<file path="src/bcs_pkg.sv">
package bcs_pkg;

  typedef enum logic [3:0] {
    st_t1,
    st_t2,
    st_wait,
    st_t3,
    st_t4,
    st_t5,
    st_t6,
    st_reset,
    st_halt,
    st_hold
  } bcs_state_type;

  typedef enum logic [3:0] {
    kind_fetch,
    kind_mem_rd,
    kind_mem_wr,
    kind_io_rd,
    kind_io_wr,
    kind_int_ack,
    kind_idle_add,
    kind_idle_rst,
    kind_halt
  } bcs_kind_type;

  // Status is {select, status 1, status 0}.
  localparam logic [2:0] STAT_FETCH = 3'h3;
  localparam logic [2:0] STAT_MEM_RD = 3'h2;
  localparam logic [2:0] STAT_MEM_WR = 3'h1;
  localparam logic [2:0] STAT_IO_RD = 3'h6;
  localparam logic [2:0] STAT_IO_WR = 3'h5;
  localparam logic [2:0] STAT_INT_ACK = 3'h7;
  localparam logic [2:0] STAT_IDLE_ADD = 3'h2;
  localparam logic [2:0] STAT_IDLE_RST = 3'h7;
  localparam logic [2:0] STAT_HALT = 3'h0;

  // Strobes are {read, write, acknowledge}, low when asserted.
  localparam logic [2:0] STRB_READ = 3'h3;
  localparam logic [2:0] STRB_WRITE = 3'h5;
  localparam logic [2:0] STRB_ACK = 3'h6;
  localparam logic [2:0] STRB_NONE = 3'h7;

  typedef struct packed {
    logic [15:0] addr;
    logic [7:0] wdata;
    bcs_kind_type kind;
    logic long_fetch;
    logic no_ale;
  } bcs_req_type;

  typedef struct packed {
    logic io_m;
    logic io_m_oe;
    logic s1;
    logic s0;
    logic rd_n;
    logic wr_n;
    logic rw_oe;
    logic interrupt_ack_strobe_n_n;
    logic ale;
    logic [7:0] high_addr;
    logic high_oe;
    logic [7:0] low_out;
    logic low_oe;
  } bcs_pins_type;

  typedef struct packed {
    bcs_state_type st;
    bcs_req_type req;
    bcs_pins_type pins;
    logic [7:0] rdata;
    logic done;
  } bcs_core_type;

  typedef struct packed {
    logic first;
    logic second;
  } bcs_sync_type;

  localparam bcs_req_type IDLE_REQ = '{16'h0000, 8'h00, kind_idle_add,
                                       1'b0, 1'b1};
  localparam bcs_pins_type PINS_RESET = '{1'b0, 1'b0, 1'b0, 1'b0, 1'b1,
                                          1'b1, 1'b0, 1'b1, 1'b0, 8'h00,
                                          1'b0, 8'h00, 1'b0};
  localparam bcs_core_type CORE_RESET = '{st_reset, IDLE_REQ, PINS_RESET,
                                          8'h00, 1'b0};
  localparam bcs_sync_type SYNC_RESET = '{1'b0, 1'b0};

endpackage : bcs_pkg

</file>
<file path="src/bcs_sequencer.sv">
module bcs_sequencer (
  input wire logic clk_in,
  input wire logic reset_n_in,
  input wire logic req_valid_in,
  input bcs_pkg::bcs_req_type req_in,
  output logic req_ready_out,
  input wire logic ready_in,
  input wire logic hold_in,
  output logic hold_ack_out,
  input wire logic [7:0] low_address_data_lines_in,
  output logic [7:0] low_address_data_lines_out,
  output logic low_address_data_lines_oe_out,
  output logic [7:0] high_address_lines_out,
  output logic high_address_lines_oe_out,
  output logic io_select_out,
  output logic io_select_oe_out,
  output logic cycle_status_1_out,
  output logic cycle_status_0_out,
  output logic read_strobe_n_out,
  output logic write_strobe_n_out,
  output logic read_write_oe_out,
  output logic interrupt_ack_strobe_n_out,
  output logic address_latch_out,
  output logic [7:0] read_data_out,
  output logic cycle_done_out
);

  bcs_pkg::bcs_core_type q;
  bcs_pkg::bcs_core_type d;
  logic hold_sync;
  logic finish;
  logic take;

  bcs_sync hold_sync_inst (
    .clk_in(clk_in),
    .reset_n_in(reset_n_in),
    .level_in(hold_in),
    .level_out(hold_sync)
  );

  function automatic logic [2:0] status_of(input bcs_pkg::bcs_kind_type k);
    unique case (k)
      bcs_pkg::kind_fetch: status_of = bcs_pkg::STAT_FETCH;
      bcs_pkg::kind_mem_rd: status_of = bcs_pkg::STAT_MEM_RD;
      bcs_pkg::kind_mem_wr: status_of = bcs_pkg::STAT_MEM_WR;
      bcs_pkg::kind_io_rd: status_of = bcs_pkg::STAT_IO_RD;
      bcs_pkg::kind_io_wr: status_of = bcs_pkg::STAT_IO_WR;
      bcs_pkg::kind_int_ack: status_of = bcs_pkg::STAT_INT_ACK;
      bcs_pkg::kind_idle_add: status_of = bcs_pkg::STAT_IDLE_ADD;
      bcs_pkg::kind_idle_rst: status_of = bcs_pkg::STAT_IDLE_RST;
      default: status_of = bcs_pkg::STAT_HALT;
    endcase
  endfunction : status_of

  function automatic logic [2:0] strobes_of(input bcs_pkg::bcs_kind_type k);
    unique case (k)
      bcs_pkg::kind_fetch,
      bcs_pkg::kind_mem_rd,
      bcs_pkg::kind_io_rd: strobes_of = bcs_pkg::STRB_READ;
      bcs_pkg::kind_mem_wr,
      bcs_pkg::kind_io_wr: strobes_of = bcs_pkg::STRB_WRITE;
      bcs_pkg::kind_int_ack: strobes_of = bcs_pkg::STRB_ACK;
      default: strobes_of = bcs_pkg::STRB_NONE;
    endcase
  endfunction : strobes_of

  function automatic logic is_io(input bcs_pkg::bcs_kind_type k);
    is_io = (k == bcs_pkg::kind_io_rd) || (k == bcs_pkg::kind_io_wr);
  endfunction : is_io

  function automatic logic is_write(input bcs_pkg::bcs_kind_type k);
    is_write = (k == bcs_pkg::kind_mem_wr) || (k == bcs_pkg::kind_io_wr);
  endfunction : is_write

  // Pins are decoded from the next state and registered, so every bus
  // output changes on the same edge as the state it belongs to.
  function automatic bcs_pkg::bcs_pins_type drive(
    input bcs_pkg::bcs_state_type st,
    input bcs_pkg::bcs_req_type req,
    input bcs_pkg::bcs_pins_type prev
  );
    bcs_pkg::bcs_pins_type p;
    p = prev;
    p.ale = 1'b0;
    p.low_oe = 1'b0;
    p.rd_n = 1'b1;
    p.wr_n = 1'b1;
    p.interrupt_ack_strobe_n_n = 1'b1;
    unique case (st)
      bcs_pkg::st_t1:
      begin
        {p.io_m, p.s1, p.s0} = status_of(req.kind);
        p.io_m_oe = 1'b1;
        p.rw_oe = 1'b1;
        p.ale = !req.no_ale;
        p.high_addr = is_io(req.kind) ? req.addr[7:0] : req.addr[15:8];
        p.high_oe = 1'b1;
        p.low_out = req.addr[7:0];
        p.low_oe = 1'b1;
      end
      bcs_pkg::st_t2, bcs_pkg::st_wait, bcs_pkg::st_t3:
      begin
        {p.rd_n, p.wr_n, p.interrupt_ack_strobe_n_n} = strobes_of(req.kind);
        p.low_out = req.wdata;
        p.low_oe = is_write(req.kind);
      end
      bcs_pkg::st_t4, bcs_pkg::st_t5, bcs_pkg::st_t6:
      begin
        // High address keeps its last value; users must treat it as junk.
        p.s1 = 1'b1;
        p.s0 = 1'b1;
        p.io_m = (req.kind == bcs_pkg::kind_int_ack);
      end
      bcs_pkg::st_halt:
      begin
        p.s1 = 1'b0;
        p.s0 = 1'b0;
        p.io_m_oe = 1'b0;
        p.rw_oe = 1'b0;
        p.high_oe = 1'b0;
      end
      bcs_pkg::st_reset, bcs_pkg::st_hold:
      begin
        p.io_m_oe = 1'b0;
        p.rw_oe = 1'b0;
        p.high_oe = 1'b0;
      end
    endcase
    return p;
  endfunction : drive

  always_comb
  begin
    d = q;
    d.done = 1'b0;
    finish = 1'b0;
    take = 1'b0;
    unique case (q.st)
      bcs_pkg::st_reset: finish = 1'b1;
      bcs_pkg::st_t1: d.st = bcs_pkg::st_t2;
      bcs_pkg::st_t2, bcs_pkg::st_wait:
        d.st = ready_in ? bcs_pkg::st_t3 : bcs_pkg::st_wait;
      bcs_pkg::st_t3:
      begin
        d.done = 1'b1;
        if (strobes_of(q.req.kind) == bcs_pkg::STRB_READ
            || q.req.kind == bcs_pkg::kind_int_ack)
          d.rdata = low_address_data_lines_in;
        // Acknowledge cycles run the late states too, with select held high.
        if (q.req.kind == bcs_pkg::kind_fetch
            || q.req.kind == bcs_pkg::kind_int_ack)
          d.st = bcs_pkg::st_t4;
        else
          finish = 1'b1;
      end
      bcs_pkg::st_t4:
        if (q.req.long_fetch)
          d.st = bcs_pkg::st_t5;
        else
          finish = 1'b1;
      bcs_pkg::st_t5: d.st = bcs_pkg::st_t6;
      bcs_pkg::st_t6: finish = 1'b1;
      bcs_pkg::st_halt:
        finish = hold_sync
                 || (req_valid_in && req_in.kind != bcs_pkg::kind_halt);
      bcs_pkg::st_hold:
        if (!hold_sync && q.req.kind == bcs_pkg::kind_halt)
          d.st = bcs_pkg::st_halt;
        else
          finish = !hold_sync;
    endcase
    if (finish)
    begin
      // Hold is only honoured between cycles, so no transfer is cut short.
      if (hold_sync)
        d.st = bcs_pkg::st_hold;
      else
      begin
        take = 1'b1;
        d.req = req_valid_in ? req_in : bcs_pkg::IDLE_REQ;
        d.st = (d.req.kind == bcs_pkg::kind_halt) ? bcs_pkg::st_halt
                                                  : bcs_pkg::st_t1;
      end
    end
    d.pins = drive(d.st, d.req, q.pins);
  end

  always_ff @(posedge clk_in or negedge reset_n_in)
  begin
    if (!reset_n_in)
      q <= bcs_pkg::CORE_RESET;
    else
      q <= d;
  end

  assign req_ready_out = take;
  assign hold_ack_out = (q.st == bcs_pkg::st_hold);
  assign low_address_data_lines_out = q.pins.low_out;
  assign low_address_data_lines_oe_out = q.pins.low_oe;
  assign high_address_lines_out = q.pins.high_addr;
  assign high_address_lines_oe_out = q.pins.high_oe;
  assign io_select_out = q.pins.io_m;
  assign io_select_oe_out = q.pins.io_m_oe;
  assign cycle_status_1_out = q.pins.s1;
  assign cycle_status_0_out = q.pins.s0;
  assign read_strobe_n_out = q.pins.rd_n;
  assign write_strobe_n_out = q.pins.wr_n;
  assign read_write_oe_out = q.pins.rw_oe;
  assign interrupt_ack_strobe_n_out = q.pins.interrupt_ack_strobe_n_n;
  assign address_latch_out = q.pins.ale;
  assign read_data_out = q.rdata;
  assign cycle_done_out = q.done;

  chk_ale_first_state: assert property (
    @(posedge clk_in) disable iff (!reset_n_in)
    q.pins.ale |-> q.st == bcs_pkg::st_t1 && !q.req.no_ale
                   && q.pins.low_oe ##1 !q.pins.ale)
    else $error("Address latch strobe outside first state.");

  chk_io_port_copy: assert property (
    @(posedge clk_in) disable iff (!reset_n_in)
    q.st == bcs_pkg::st_t1 && is_io(q.req.kind)
    |-> q.pins.high_addr == q.pins.low_out)
    else $error("Port address not copied on both bytes.");

  chk_write_encoding: assert property (
    @(posedge clk_in) disable iff (!reset_n_in)
    q.st == bcs_pkg::st_t1 && q.req.kind == bcs_pkg::kind_mem_wr
    |-> {q.pins.io_m, q.pins.s1, q.pins.s0} == 3'h1
        ##1 !q.pins.wr_n && q.pins.rd_n && q.pins.interrupt_ack_strobe_n_n)
    else $error("Memory write cycle encoded wrongly.");

  chk_status_held: assert property (
    @(posedge clk_in) disable iff (!reset_n_in)
    q.st == bcs_pkg::st_t1
    |-> q.pins.rd_n && q.pins.wr_n && q.pins.interrupt_ack_strobe_n_n
        ##1 $stable({q.pins.io_m, q.pins.s1, q.pins.s0}))
    else $error("Status not steady from first state or strobe early.");

  chk_idle_strobes: assert property (
    @(posedge clk_in) disable iff (!reset_n_in)
    q.st == bcs_pkg::st_t2 && q.req.kind == bcs_pkg::kind_idle_add
    |-> q.pins.rd_n && q.pins.wr_n && q.pins.interrupt_ack_strobe_n_n)
    else $error("Strobe asserted in a bus idle cycle.");

  chk_cycle_length: assert property (
    @(posedge clk_in) disable iff (!reset_n_in)
    q.st == bcs_pkg::st_t1 && q.req.kind == bcs_pkg::kind_mem_rd
    && ready_in ##1 ready_in
    |=> q.st == bcs_pkg::st_t3 ##1 q.st != bcs_pkg::st_t4)
    else $error("Memory cycle not three states long.");

  chk_late_states: assert property (
    @(posedge clk_in) disable iff (!reset_n_in)
    q.st inside {bcs_pkg::st_t4, bcs_pkg::st_t5, bcs_pkg::st_t6}
    |-> q.pins.s1 && q.pins.s0 && !q.pins.low_oe && q.pins.rd_n
        && q.pins.wr_n && q.pins.interrupt_ack_strobe_n_n
        && q.pins.io_m == (q.req.kind == bcs_pkg::kind_int_ack))
    else $error("Late fetch state drives wrong lines.");

  chk_wait_insert: assert property (
    @(posedge clk_in) disable iff (!reset_n_in)
    q.st inside {bcs_pkg::st_t2, bcs_pkg::st_wait} && !ready_in
    |=> q.st == bcs_pkg::st_wait && $stable(q.pins.rd_n))
    else $error("Wait state not inserted while ready low.");

  chk_hold_float: assert property (
    @(posedge clk_in) disable iff (!reset_n_in)
    q.st == bcs_pkg::st_hold
    |-> !q.pins.high_oe && !q.pins.low_oe && !q.pins.io_m_oe
        && !q.pins.rw_oe && hold_ack_out)
    else $error("Bus driven during hold.");

  chk_low_address: assert property (
    @(posedge clk_in) disable iff (!reset_n_in)
    q.st == bcs_pkg::st_t1
    |-> q.pins.low_oe && q.pins.low_out == q.req.addr[7:0])
    else $error("Low address not driven in first state.");

  chk_hold_sync: assert property (
    @(posedge clk_in) disable iff (!reset_n_in)
    hold_in ##1 hold_in |=> hold_sync)
    else $error("Hold not seen two edges after input.");

endmodule : bcs_sequencer

</file>
<file path="src/bcs_sync.sv">
module bcs_sync (
  input wire logic clk_in,
  input wire logic reset_n_in,
  input wire logic level_in,
  output logic level_out
);

  bcs_pkg::bcs_sync_type q;
  bcs_pkg::bcs_sync_type d;

  // Only the second stage is visible, so metastability never leaks out.
  always_comb
  begin
    d.first = level_in;
    d.second = q.first;
  end

  always_ff @(posedge clk_in or negedge reset_n_in)
  begin
    if (!reset_n_in)
      q <= bcs_pkg::SYNC_RESET;
    else
      q <= d;
  end

  assign level_out = q.second;

endmodule : bcs_sync

</file>
<file path="config.mk">
export PLATFORM = sky130hd
export DESIGN_NAME = bcs_sequencer
export DESIGN_NICKNAME = d
export VERILOG_FILES = /design/src/bcs_pkg.sv /design/src/bcs_sequencer.sv /design/src/bcs_sync.sv
export SDC_FILE = /design/constraint.sdc
export NUM_CORES = 1
export LEC_CHECK = 0
export ABC_AREA = 1
export BUFFER_PORTS_ARGS = -buffer_cell sky130_fd_sc_hd__buf_2
export CORE_AREA = 2 2 86 88
export DETAILED_ROUTE_END_ITERATION = 12
export DIE_AREA = 0 0 88 90
export HOLD_SLACK_MARGIN = 0.02
export PLACE_DENSITY = 0.77
export RECOVER_POWER = 50
export SKIP_CTS_REPAIR_TIMING = 1
export SLEW_MARGIN = 30
export SYNTH_ARGS = -nofsm -noshare
export SYNTH_HDL_FRONTEND = slang
export SYNTH_SLANG_ARGS = --single-unit
export TNS_END_PERCENT = 30
</file>
<file path="constraint.sdc">
create_clock -name clk_in -period 2.46 [get_ports clk_in]
set_input_delay 0.246 -clock clk_in [delete_from_list [all_inputs] [get_ports clk_in]]
set_output_delay 0.246 -clock clk_in [all_outputs]
set_load 0.1 [all_outputs]
</file>
### After elaboration in Yosys (flattened, before gate mapping)

Memories as Yosys holds them, arrays and structs flattened.
Cells that the tools add are included.

| storage, ports and cells | value |
|---|---|
| register bits | 70 |
| ROM bits | 24 |
| output and inout port bits | 38 |
| memories | 1 |

| cells by class | value |
|---|---|
| equal/unequal tests | 32 |
| muxes and demuxes | 29 |
| bitwise logic cells | 1 |
| reductions and logical operators | 28 |

Memories:

| memory | words | width | read ports | clocked after memory_dff | wr ports | RTL line | source |
|---|---|---|---|---|---|---|---|
| (name not given) | 8 | 3 | 1 | 0 | 0 | bcs_sequencer.sv:42 | `unique case (k)` |

Operators with widths:

| operator | number |
|---|---|
| 30-bit 2-to-1 mux | 2 |
| 4-bit by 3-bit equality test with 1-bit output (second input constant) | 12 |
| 34-bit 2-to-1 mux | 1 |
| 4-bit by 2-bit equality test with 1-bit output (second input constant) | 8 |
| 4-bit equality test (second input constant) | 6 |
| 4-bit one-hot mux with 6 select lines | 1 |
| 4-bit 2-to-1 mux | 5 |
| 3-bit one-hot mux with 3 select lines | 2 |
| 9-bit one-hot mux with 2 select lines | 1 |
| 4-bit by 1-bit equality test with 1-bit output (second input constant) | 4 |
| 4-bit logical NOT | 4 |
| 3-bit OR reduction | 5 |
| 9-bit 2-to-1 mux | 1 |
| 1-bit 2-to-1 mux | 8 |
| 8-bit 2-to-1 mux | 1 |
| 2-bit OR reduction | 4 |
| 3-bit 2-to-1 mux | 2 |
| 2-bit one-hot mux with 3 select lines | 1 |
| 2-bit nonzero test | 3 |
| 1-bit logical OR | 5 |
| 1-bit one-hot mux with 5 select lines | 1 |
| 4-bit != test (second input constant) | 1 |
| 1-bit one-hot mux with 2 select lines | 2 |
| 2-bit AND reduction | 2 |
| 6 further kinds | 8 |

### Longest topological paths before layout

Gate-level depths: netlist (run 1).

| depth | value |
|---|---|
| depth after elaboration | 9 |
| mapped depth | 15 |
| depth with buffers taken out | 15 |

### Modules after synthesis

Synthesis (run 1) repeated with hierarchy kept, for this count alone.

| second synthesis, totals | value |
|---|---|
| cells, all modules | 444 |
| area total of the unflattened synthesis | 3,689.8 um2 |

By module, submodules not included:

| module | instances | cells each | area each (um2) | seq. area each (um2) |
|---|---|---|---|---|
| bcs_sequencer | 1 | 442 | 3,639.7 | 1,712.9 |
| bcs_sync | 1 | 2 | 50.0 | 50.0 |

### Worst setup path after synthesis (run 1)

No wires, ideal clock.

| path | value |
|---|---|
| path kind | reg-to-reg |
| from | register q[66] (netlist bit) |
| to | register q, in the netlist low_address_data_lines_out[5] |
| library setup time | 87 ps |
| arrival | 2,762 ps |
| data required time | 2,373 ps |
| path slack | -389 ps |
| cell stages (with the launch flop) | 12 |
| path buffers | 1 |
| clock period less this slack | 2,849 ps |
| path through | dfstp_2 -> nand2_1 -> nor2_2 -> nand3_2 -> nand3_2 -> nor2_4 -> nor2_4 -> buf_4 -> nand3_1 -> nand2_1 -> nand2_1 -> o211ai_1 |

RTL lines:

| what | RTL line | source |
|---|---|---|
| from (decl) | bcs_sequencer.sv:28 | `bcs_pkg::bcs_core_type q;` |
| from (signal assigned) | bcs_sequencer.sv:191 | `q <= bcs_pkg::CORE_RESET;` |

### Worst setup path in the final report (run 1)

| path | value |
|---|---|
| from | register q[69] (netlist bit) |
| to | output port req_ready_out |

| between the ends | value |
|---|---|
| word-level cells in the longest chain between the ends | 4 |
| elaborated cells on any way between the ends | 9 |
| those cells by class | eq/ne (6); mux (2); reduce/logical (1) |

Ends and longest elaborated chain:

| what | RTL line | source |
|---|---|---|
| 4-bit by 3-bit equality test with 1-bit output | bcs_sequencer.sv:138 | `unique case (q.st)` |
| 2-bit OR reduction (no line) | -- |  |
| 1-bit one-hot mux with 5 select lines (*) | bcs_sequencer.sv:138 |  |
| 1-bit 2-to-1 mux (*) | bcs_sequencer.sv:172 | `if (finish)` |
| to (decl) | bcs_sequencer.sv:6 | `output logic req_ready_out,` |

Every way passes the cells marked *; elsewhere a longest branch is shown, timed or not.

==> summary.txt, run 1 <==
Run status
  – Status: finished, violations left
  – Failing checks: capacitance limit, slew limit

Worst setup path
  – Crit path from: q[69]
  – CP arrival: 2.15 ns
  – CP dominant cell by count: nor2_4
  – Buffers & Inverters on Critical Path: 3
  – Slowest stage cell, crit path: dfrtp_1
  – Worst setup EP type: output pin
  – Crit path max-delay family: simple AND/OR/NAND/NOR gates
  – Crit path max fanout: 13
  – CP startpoint kind: flip-flop
  – CP required: 2.21 ns
  – CP peak stage delay: roughly 0.44 ns
  – Critical path class: flip-flop to output pin
  – Flop2flop setup slack: 0.14 ns
  – RR Startpoint: q[68]
  – Crit-path cells: inv_1 -> nand2_1 -> nor2_4 -> nand3_4 -> nand3_2 -> nor2_4 -> nor2_4 -> buf_8 -> buf_12

Placed design
  – DP Area: 4080 sq um
  – # port buffers: 80
  – Inst Count DP: 615
  – Post-DP HPWL: 6140 um
  – Final GP Congestion: 0.905

Layout
  – Area Growth Syn to Fin: 16.4%
  – # nets final: a little under 600
  – Design area: 4360 sq um
  – Antenna diodes: 0
  – # fillers: 631
  – Core Util, Final: 62.1%
  – Share of cells above drive strength 1: between 20 and 30%
  – Non-filler cells, final: 639

Global routing
  – First-pass GRT wire length: around 14,000 um
  – Vias in the first global route: just over 3,000
  – Busiest grt layer: met2
  – Grt met2 use: between 30 and 40%
  – Remaining global-route overflow: 0
  – Largest net degree at the start of global routing: 37
  – Met3 usage: 4.50%
  – Initial antenna violation count: 0
  – Met1 Track Usage GR: a little under a third
  – GRT Util Overall: 23.2%

Route
  – DRC violations left: 0
  – Via count: 3,246
  – Drt total wl: 8770 um
  – DR iter-0 viols: ~260
  – Initial DRT Pass Iterations: 5
  – DRT antenna net count: 0
  – WL per Instance: 13.7 um
  – Vias per cell: slightly above 5

Synth
  – Yosys cell types: 32
  – Avg Cell Area, Syn: 8.02 sq um
  – Mapped Cells: 467
  – Synth Net Count: 510
  – Post-synthesis sequential area ratio: 47.1%
  – Synth Warn #: 0
  – Synth Register Bits: 70
  – Synth Cell Area: 3740 sq um

Die
  – Total core area: 7020 sq um
  – Site Rows: 31
  – DIE HEIGHT: 90 um
  – Ports: 81
  – Die area: 7920 sq um
  – Initial Util: between 50% and 60%
  – DIE WIDTH: around 88 um

CTS
  – H-Tree Level Count: 3
  – CTS max path bufs: 2
  – Cts bufs inserted: 9
  – Sink Count: 70
  – Worst skew pair latency: 0.33 ns
  – CTS tree: yes
  – Clk pin slew, worst setup/hold paths: 0.07 ns
  – Clock root buffer: clkbuf_8

Worst hold path
  – Worst min-delay path startpoint: low_address_data_lines_in[4]
  – Worst Hold Class: input pin to flip-flop

STA
  – Fin. max-slew vios: 35
  – Worst Skew: 0.00700 ns
  – Final Setup Violations: 0
  – Rel. slew slack: -29.4%
  – Fin. Hold Viols: 0
  – F_max: 0.417 GHz
  – Final period utilization: 97.5%
  – Final setup TNS: 0 ns
  – Tmin final: 2.40 ns
  – Least-Margin Pin Slew: 1.94 ns
  – RSZ-0062 raised after global routing: yes

Job
  – MaxCap Viol Count: 1
-- cell type report --
type | count | area [sq um] | share of cell area [%]
Inverter | 58 | 220 | 5.05
Timing Repair Buffer | 95 | 549 | 12.6
Clock buffer | 10 | 138 | 3.16
Sequential cell | 70 | 1760 | 40.5
Multi-Input combinational cell | 301 | 1500 | 34.5
Clock inverter | 6 | 61.3 | 1.41
Tap cell | 99 | 124 | 2.84
-- worst paths after layout --
check,to,cells past startpoint
worst max-delay path,req_ready_out,9
worst min-delay path,read_data_out[4],2
worst max register to register,io_select_out,13
worst min register to register,hold_sync_inst.level_out,0
max in group asynchronous,q[65],1
min in group asynchronous,read_data_out[6],1
-- flip-flops by register name, summed over array words and instances, names as in the netlist, 8 cells and up --
| register | cells |
|---|---|
| q | 34 |
| high_address_lines_out | 8 |
| low_address_data_lines_out | 8 |
| read_data_out | 8 |
-- cells in the mapped netlist (all sizes together) --
| library cell | number | area [sq um] |
|---|---|---|
| nand2 | 134 | 533 |
| mux2 | 8 | 90.1 |
| nor2 | 51 | 224 |
| o21ai | 26 | 134 |
| clkinv | 1 | 3.75 |
| clkbuf | 4 | 15.0 |
| inv | 57 | 216 |
| buf | 35 | 268 |
| dfstp | 9 | 236 |
| o21a | 6 | 45.0 |
| and3 | 1 | 6.26 |
| a21oi | 4 | 20.0 |
| o211ai | 6 | 45.0 |
| nand3 | 45 | 248 |
| a31oi | 2 | 12.5 |
| nand4 | 13 | 96.3 |
| nor3 | 1 | 5.00 |
| dfrtp | 61 | 1530 |
| o22ai | 3 | 18.8 |
-- cells in the final DEF (no fill, tap or decap), drive strengths merged, types with 2 or more instances in the layout --
cell type / count
o21a: 6
a21oi: 4
nor2: 51
clkinv: 5
nand3: 45
inv: 57
a31oi: 2
dfrtp: 61
o211ai: 6
nand2: 134
mux2: 8
clkbuf: 11
buf: 93
nand4: 14
o22ai: 3
dfstp: 9
o21ai: 26
-- metal layers --
metal / routed length [um] / part of all wire [%]
met5: 0 / 0
met4: 116 / 1.3
met3: 590 / 6.7
met2: 4310 / 49
met1: 3750 / 43
-- through the flow --
| step | setup WS, ns | hold slack [ns] |
|---|---|---|
| after floorplan | 0.0750 | -0.0496 |
| after global placement | 0.333 | 0.335 |
| after detailed placement | 0.223 | 0.336 |
| after CTS | 0.0582 | 0.00490 |
| after global routing | -0.0399 | 0.128 |
| final | 0.0605 | 0.136 |
-- cells by family (layout without fill, tap and decap cells) --
group,count (synthesis),in the layout,synth area share [%]
flip-flops,70,70,47.1
AND/OR/NAND/NOR,245,246,29.7
multiplexers,8,8,2.41
AO/OA/AOI/OAI,47,47,7.35
buffers and inverters,97,169,13.4
Power of run 1 is left out: the tool's default activity adds up to more than one toggle a clock period on the data nets, which glitch-free logic cannot reach.
==> run 2: changes to the inputs <==
- ABC_AREA: 1 -> 0
- CORE_AREA: 2 2 86 88 -> 2 2 84 86
- DIE_AREA: 0 0 88 90 -> 0 0 86 88
- PLACE_DENSITY: 0.77 -> 0.68
==> run 2 against run 1 <==
Compared with the run above: the flow now finishes without violations; global-route usage is 4.9 points lower; non-clock buffer count is 12 higher; routed wire length down 21%; die area down 4.4%; via count fell by 25%; worst setup slack got worse by 0.024 ns; register-to-register slack got worse by 0.04 ns; core utilization down 8.2 points; synthesized cell count shrank 33%; critical path type unchanged.
==> summary.txt, run 2 <==
CTS
  – Clock root buffer: clkbuf_8
  – Clk pin slew, worst setup/hold paths: 0.09 ns
  – Cts bufs inserted: 5
  – CTS tree: yes
  – H-Tree Level Count: 2
  – Sink Count: 53
  – CTS max path bufs: 2
  – Worst skew pair latency: 0.30 ns

Placed design
  – # port buffers: 80
  – Final GP Congestion: approximately 0.87
  – Inst Count DP: 449
  – Post-DP HPWL: 5250 um

Worst setup path
  – Crit path from: q[40]
  – Crit-path cells: xor2_2 -> nor4_1 -> nor3_2 -> o21bai_4 -> clkinvlp_4 -> buf_8
  – Worst setup path end: req_ready_out
  – Worst reg2reg path depth: 7
  – Slowest stage cell, crit path: dfstp_2
  – Crit path max fanout: 5
  – Reg-to-reg endpoint: high_address_lines_out[4]
  – CP arrival: 2.18 ns
  – CP peak stage delay: 0.59 ns
  – CP startpoint kind: flip-flop
  – Critical path class: flip-flop to output pin
  – CP required: ~2.2 ns
  – RR Startpoint: q[40]
  – Flop2flop setup slack: around 0.10 ns
  – Worst setup EP type: output pin

Power
  – Max VDD drop: 0.302 mV
  – Pwr per Cell Area: between 400 and 500 nW/um^2
  – P_leak: 1.76 nW
  – Pwr Total: between 1.5 and 2 mW

Layout
  – Biggest register: q
  – Commonest non-fill, non-tap cell in the layout: buf_2
  – # nets final: 423
  – Most frequent cells in the layout: buf_2, dfrtp_1, buf_4, nand2_1, inv_1
  – Max FFs per register: 17
  – Antenna diodes: 0
  – Area Growth Syn to Fin: 19.8%
  – Non-filler cells, final: between 400 and 500
  – Share of cells above drive strength 1: 37.0%

Job
  – MaxCap Viol Count: 0

STA
  – Fin. max-slew vios: 0
  – Fin. Hold Viols: 0
  – RSZ-0062 raised after global routing: yes
  – Least-Margin Pin Slew: 1.17 ns
  – Final Setup Violations: 0
  – Final period utilization: 98.5%
  – Worst Skew: 0.00757 ns
  – Tmin final: 2.42 ns
  – F_max: 0.413 GHz
  – Rel. slew slack: 22.2%

Die
  – Die area: 7570 sq um
  – Total core area: 6640 sq um
  – Site Rows: 30
  – DIE HEIGHT: 88 um
  – Ports: 81
  – DIE WIDTH: roughly 86 um
  – Initial Util: 45.0%

Synth
  – Count leader, synth: dfrtp_1
  – Main combinational cell family by area after synthesis: compound AO/OA/AOI/OAI gates
  – Synth Net Count: 357
  – Synth area leaders: dfrtp_1, buf_4, dfstp_2
  – Commonest cells in the synthesized netlist: dfrtp_1, buf_4, inv_1, nand2_1
  – Mapped Cells: 314
  – Main synth FF type: dfrtp_1
  – Adder-Cell Fraction of Synth Area: 0%
  – Post-synthesis compound-gate area fraction: between 10% and 20%
  – Synth Register Bits: 53
  – Post-synthesis sequential area ratio: about 45%
  – EDFF count, synth: 0
  – Synth Warn #: 0
  – Dominant cell type by area after synthesis: dfrtp_1
  – Yosys cell types: 49
  – Simple-gate share of the synthesized area: 15.4%
  – Top-area cell type share of the netlist area: 37.7%
  – Synth async-reset ratio: 100%
  – Synth Cell Area: around 3000 sq um
  – Proportion of synthesized area in mux cells: 8.46%
  – Avg Cell Area, Syn: 9.51 sq um
  – Fraction of synthesized cell area in xor and xnor cells: 0.880%

Worst hold path
  – Worst Hold Class: input pin to flip-flop
  – Worst hold path cell count: 1

Global routing
  – Vias in the first global route: between 2,000 and 2,500
  – Initial antenna violation count: 0
  – Largest net degree at the start of global routing: 49
  – GRT Util Overall: 18.2%
  – First-pass GRT wire length: 10,900 um
  – Remaining global-route overflow: 0

Route
  – Via count: 2,432
  – WL per Instance: 15.1 um
  – DR iter-0 viols: 119
  – DRT antenna net count: 0
  – Vias per cell: 5.28
  – Initial DRT Pass Iterations: 4
  – Drt total wl: 6970 um
  – DRC violations left: 0

Run status
  – Status: finished clean
[run 2: cell types whose count changed in the layout (fill, tap and decap cells not counted), sizes merged, moves of 9 or more]
cell and change:
dfrtp -16, nand4 -14, clkbuf +14, o211ai +12, a21oi +9, nor2 -33
nand3 -30, inv -35, nand2 -111, o21ai -17, mux2 +10
[run 2: how the worst min path moves through the flow]
stage | endpoint | slack [ns] | startpoint
floorplan | address_latch_out | -0.05 | reset_n_in
global placement | read_data_out[1] | 0.08 | reset_n_in
detailed placement | read_data_out[2] | 0.09 | reset_n_in
CTS | read_data_out[2] | -0.25 | reset_n_in
global route | hold_sync_inst.d[0] | 0.04 | hold_in
finish | hold_sync_inst.d[0] | 0.05 | hold_in
[run 2: worst max-delay path: cells and delay by family (launching register included)]
kind | cells | cell delay [ns]
AND/OR/NAND/NOR | 2 | 0.58
AO/OA/AOI/OAI | 1 | 0.20
buffers and inverters | 2 | 0.34
flip-flops | 1 | 0.59
XOR/XNOR | 1 | 0.17
[run 2: logic make-up (layout without fill, tap and decap cells)]
| kind of cell | Yosys count | count (layout) |
|---|---|---|
| simple gates | 90 | 90 |
| compound gates | 73 | 74 |
| xor+xnor | 3 | 3 |
| mux | 23 | 23 |
| flops | 53 | 53 |
| buf+inv | 72 | 138 |
[run 2: power by group]
group	total (mW)	internal, mW	leakage (nW)	switching, mW
Clock	0.604	0.332	0.0585	0.272
Sequential	0.875	0.873	0.624	0.00197
Combinational	0.102	0.0417	1.08	0.0604
[run 2: per-layer routing]
metal  GRT usage, %  vias to the layer above  share of wire, %
met5              0                        -                 0
met2           30.3                       58                48
met3           3.11                        4               5.3
met1           25.0                     1170                46
met4           4.33                        0              0.82
li1               -                     1200                 -
[run 2: layout make-up]
class	instances	area, sq um
Tap cell	80	100
Clock buffer	7	86.3
Inverter	23	90.1
Clock inverter	1	30.0
Sequential cell	53	1340
Multi-Input combinational cell	190	1340
Fill cell	637	3070
Timing Repair Buffer	107	596
[run 2: metrics by stage]
| stage | area (sq um) | util, % | setup WS (ns) | hold WS [ns] | TNS, ns |
|---|---|---|---|---|---|
| floorplan | 3020 | - | 0.0118 | -0.0496 | 0 |
| global placement | 3410 | 51.3 | -0.0181 | 0.0829 | -0.0817 |
| detailed placement | 3410 | 51.3 | -0.127 | 0.0858 | -0.479 |
| CTS | 3530 | 53.1 | -0.141 | -0.247 | -0.185 |
| global route | 3580 | 53.8 | -0.0282 | 0.0391 | -0.0282 |
| finish | 3580 | 53.8 | 0.0369 | 0.0454 | 0 |
Note: power is estimated with default switching activity, not from simulation.
==> run 3: changes to the inputs <==
==> constraint.sdc (replaced) <==
create_clock -name clk_in -period 2.46 [get_ports clk_in]
set_input_delay 0.246 -clock clk_in [delete_from_list [all_inputs] [get_ports clk_in]]
set_output_delay 0.246 -clock clk_in [all_outputs]
set_load 0.02 [all_outputs]
==> run 3 against run 2 <==
Compared with the run above: via count rose by 0.49%; largest power group unchanged; first-iteration DRC count is 18% higher; final area unchanged; cell count fell by 0.22%; the run now ends with capacitance limit, slew limit left; fmax is 2.0% higher; critical path depth is 2 higher; sequential power barely moved; flip-flop and latch count stayed put; clock power fell by 13%; core utilization unchanged.
==> summary.txt, run 3 (synthesis gave the netlist of run 2 again) <==
Route
  – DR iter-0 viols: 141
  – Via count: approximately 2,400
  – DRC violations left: 0
  – WL per Instance: 15.3 um
  – Initial DRT Pass Iterations: 4
  – DRT antenna net count: 0
  – Vias per cell: 5.31
  – Drt total wl: 7040 um

Layout
  – Most frequent cells in the layout: dfrtp_1, buf_2, clkbuf_1, nand2_1, inv_1
  – Area Growth Syn to Fin: 19.8%
  – Max FFs per register: 17
  – # nets final: roughly 420
  – Design area: 3580 sq um
  – Share of cells above drive strength 1: 32.6%
  – Antenna diodes: 0
  – Biggest register: q
  – # fillers: 608

Worst hold path
  – Worst min-delay path startpoint: hold_in
  – Worst Hold Class: input pin to flip-flop

Global routing
  – Met1 Track Usage GR: 26.0%
  – Grt met2 use: between 20% and 30%
  – Remaining global-route overflow: 0
  – First-pass GRT wire length: 11,200 um
  – Met3 usage: 3.30%
  – Vias in the first global route: 2,373
  – Busiest grt layer: met2
  – Largest net degree at the start of global routing: 29
  – Initial antenna violation count: 0
  – GRT Util Overall: about a fifth

CTS
  – Worst skew pair latency: 0.31 ns
  – CTS max path bufs: 2
  – CTS tree: yes
  – Clock root buffer: clkbuf_8
  – Sink Count: 53
  – H-Tree Level Count: 2
  – Clk pin slew, worst setup/hold paths: 0.10 ns
  – Cts bufs inserted: 5

Job
  – MaxCap Viol Count: 1

Die
  – Site Rows: 30
  – Ports: 81
  – DIE WIDTH: 86 um
  – DIE HEIGHT: between 80 and 90 um
  – Total core area: 6640 sq um
  – Die area: 7570 sq um
  – Initial Util: 45.0%

Run status
  – Status: finished, violations left
  – Failing checks: capacitance limit, slew limit

STA
  – Final Setup Violations: 0
  – Fin. max-slew vios: 28
  – F_max: 0.421 GHz
  – Tmin final: ~2.4 ns
  – Final setup TNS: 0 ns
  – Rel. slew slack: -7.13%
  – Worst Skew: 0.00954 ns
  – Least-Margin Pin Slew: roughly 1.6 ns
  – Final period utilization: a little over nine tenths
  – Fin. Hold Viols: 0
  – Hold slack: 0.0354 ns

Worst setup path
  – CP required: 2.21 ns
  – Slowest stage cell, crit path: dfstp_2
  – Flop2flop setup slack: between 0.08 and 0.09 ns
  – CP arrival: between 2 and 2.5 ns
  – Crit path max fanout: 11
  – Critical path class: flip-flop to output pin
  – Crit path from: q[40]
  – CP startpoint kind: flip-flop
  – Crit-path cells: nor4b_4 -> and4bb_2 -> a31o_2 -> o21bai_4 -> buf_12 -> buf_8 -> inv_2 -> buf_6
  – Worst setup EP type: output pin
  – Buffers & Inverters on Critical Path: 4
  – CP peak stage delay: ~0.41 ns
  – Crit path max-delay family: simple AND/OR/NAND/NOR gates
  – RR Startpoint: q[38]

Power
  – Pwr per Cell Area: 420 nW/um^2
  – P_leak: 1.73 nW
  – Max VDD drop: 0.201 mV
  – Pwr Total: 1.50 mW

Placed design
  – # port buffers: 80
  – Final GP Congestion: 0.903
  – DP Area: approximately 3400 sq um
  – Post-DP HPWL: between 5000 and 6000 um
run 3: report_power, final:
part / total [mW] / switching (mW) / internal [mW]
clock network: 0.525 / 0.296 / 0.229
logic: 0.104 / 0.0599 / 0.0441
registers: 0.875 / 0.00174 / 0.873
total: 1.50 / 0.358 / 1.15
run 3: cell type report:
type | count | area (sq um) | share of cell area, %
clock buffers | 6 | 82.6 | 2.31
flip-flops and latches | 53 | 1340 | 37.4
repair buffers | 107 | 639 | 17.9
clock inverters | 2 | 13.8 | 0.385
inverters | 23 | 86.3 | 2.41
multi-input cells | 189 | 1320 | 36.9
well taps | 80 | 100 | 2.80
run 3: path summary, 6_finish.rpt:
| path | endpoint | depth (start not counted) |
|---|---|---|
| worst max register to register | cycle_status_1_out | 7 |
| max in group asynchronous | cycle_done_out | 2 |
| min in group asynchronous | read_data_out[3] | 2 |
| worst min-delay path | hold_sync_inst.d[0] | 1 |
| worst min register to register | hold_sync_inst.level_out | 0 |
| worst max-delay path | req_ready_out | 8 |
run 3: per-stage QoR:
step	std cells	util, %	worst slack (ns)
floorplan	314	-	0.00566
global placement	447	51.3	0.0158
detailed placement	447	51.3	-0.0818
CTS	455	52.8	-0.147
global route	460	53.8	-0.0267
finish	460	53.8	0.0835
run 3: per-layer routing:
metal	up-vias	part of all wire [%]	wire length, um
met5	-	0	0
met4	0	1.3	94
met3	8	3.7	263
met2	57	48	3410
met1	1181	47	3280
li1	1198	-	-
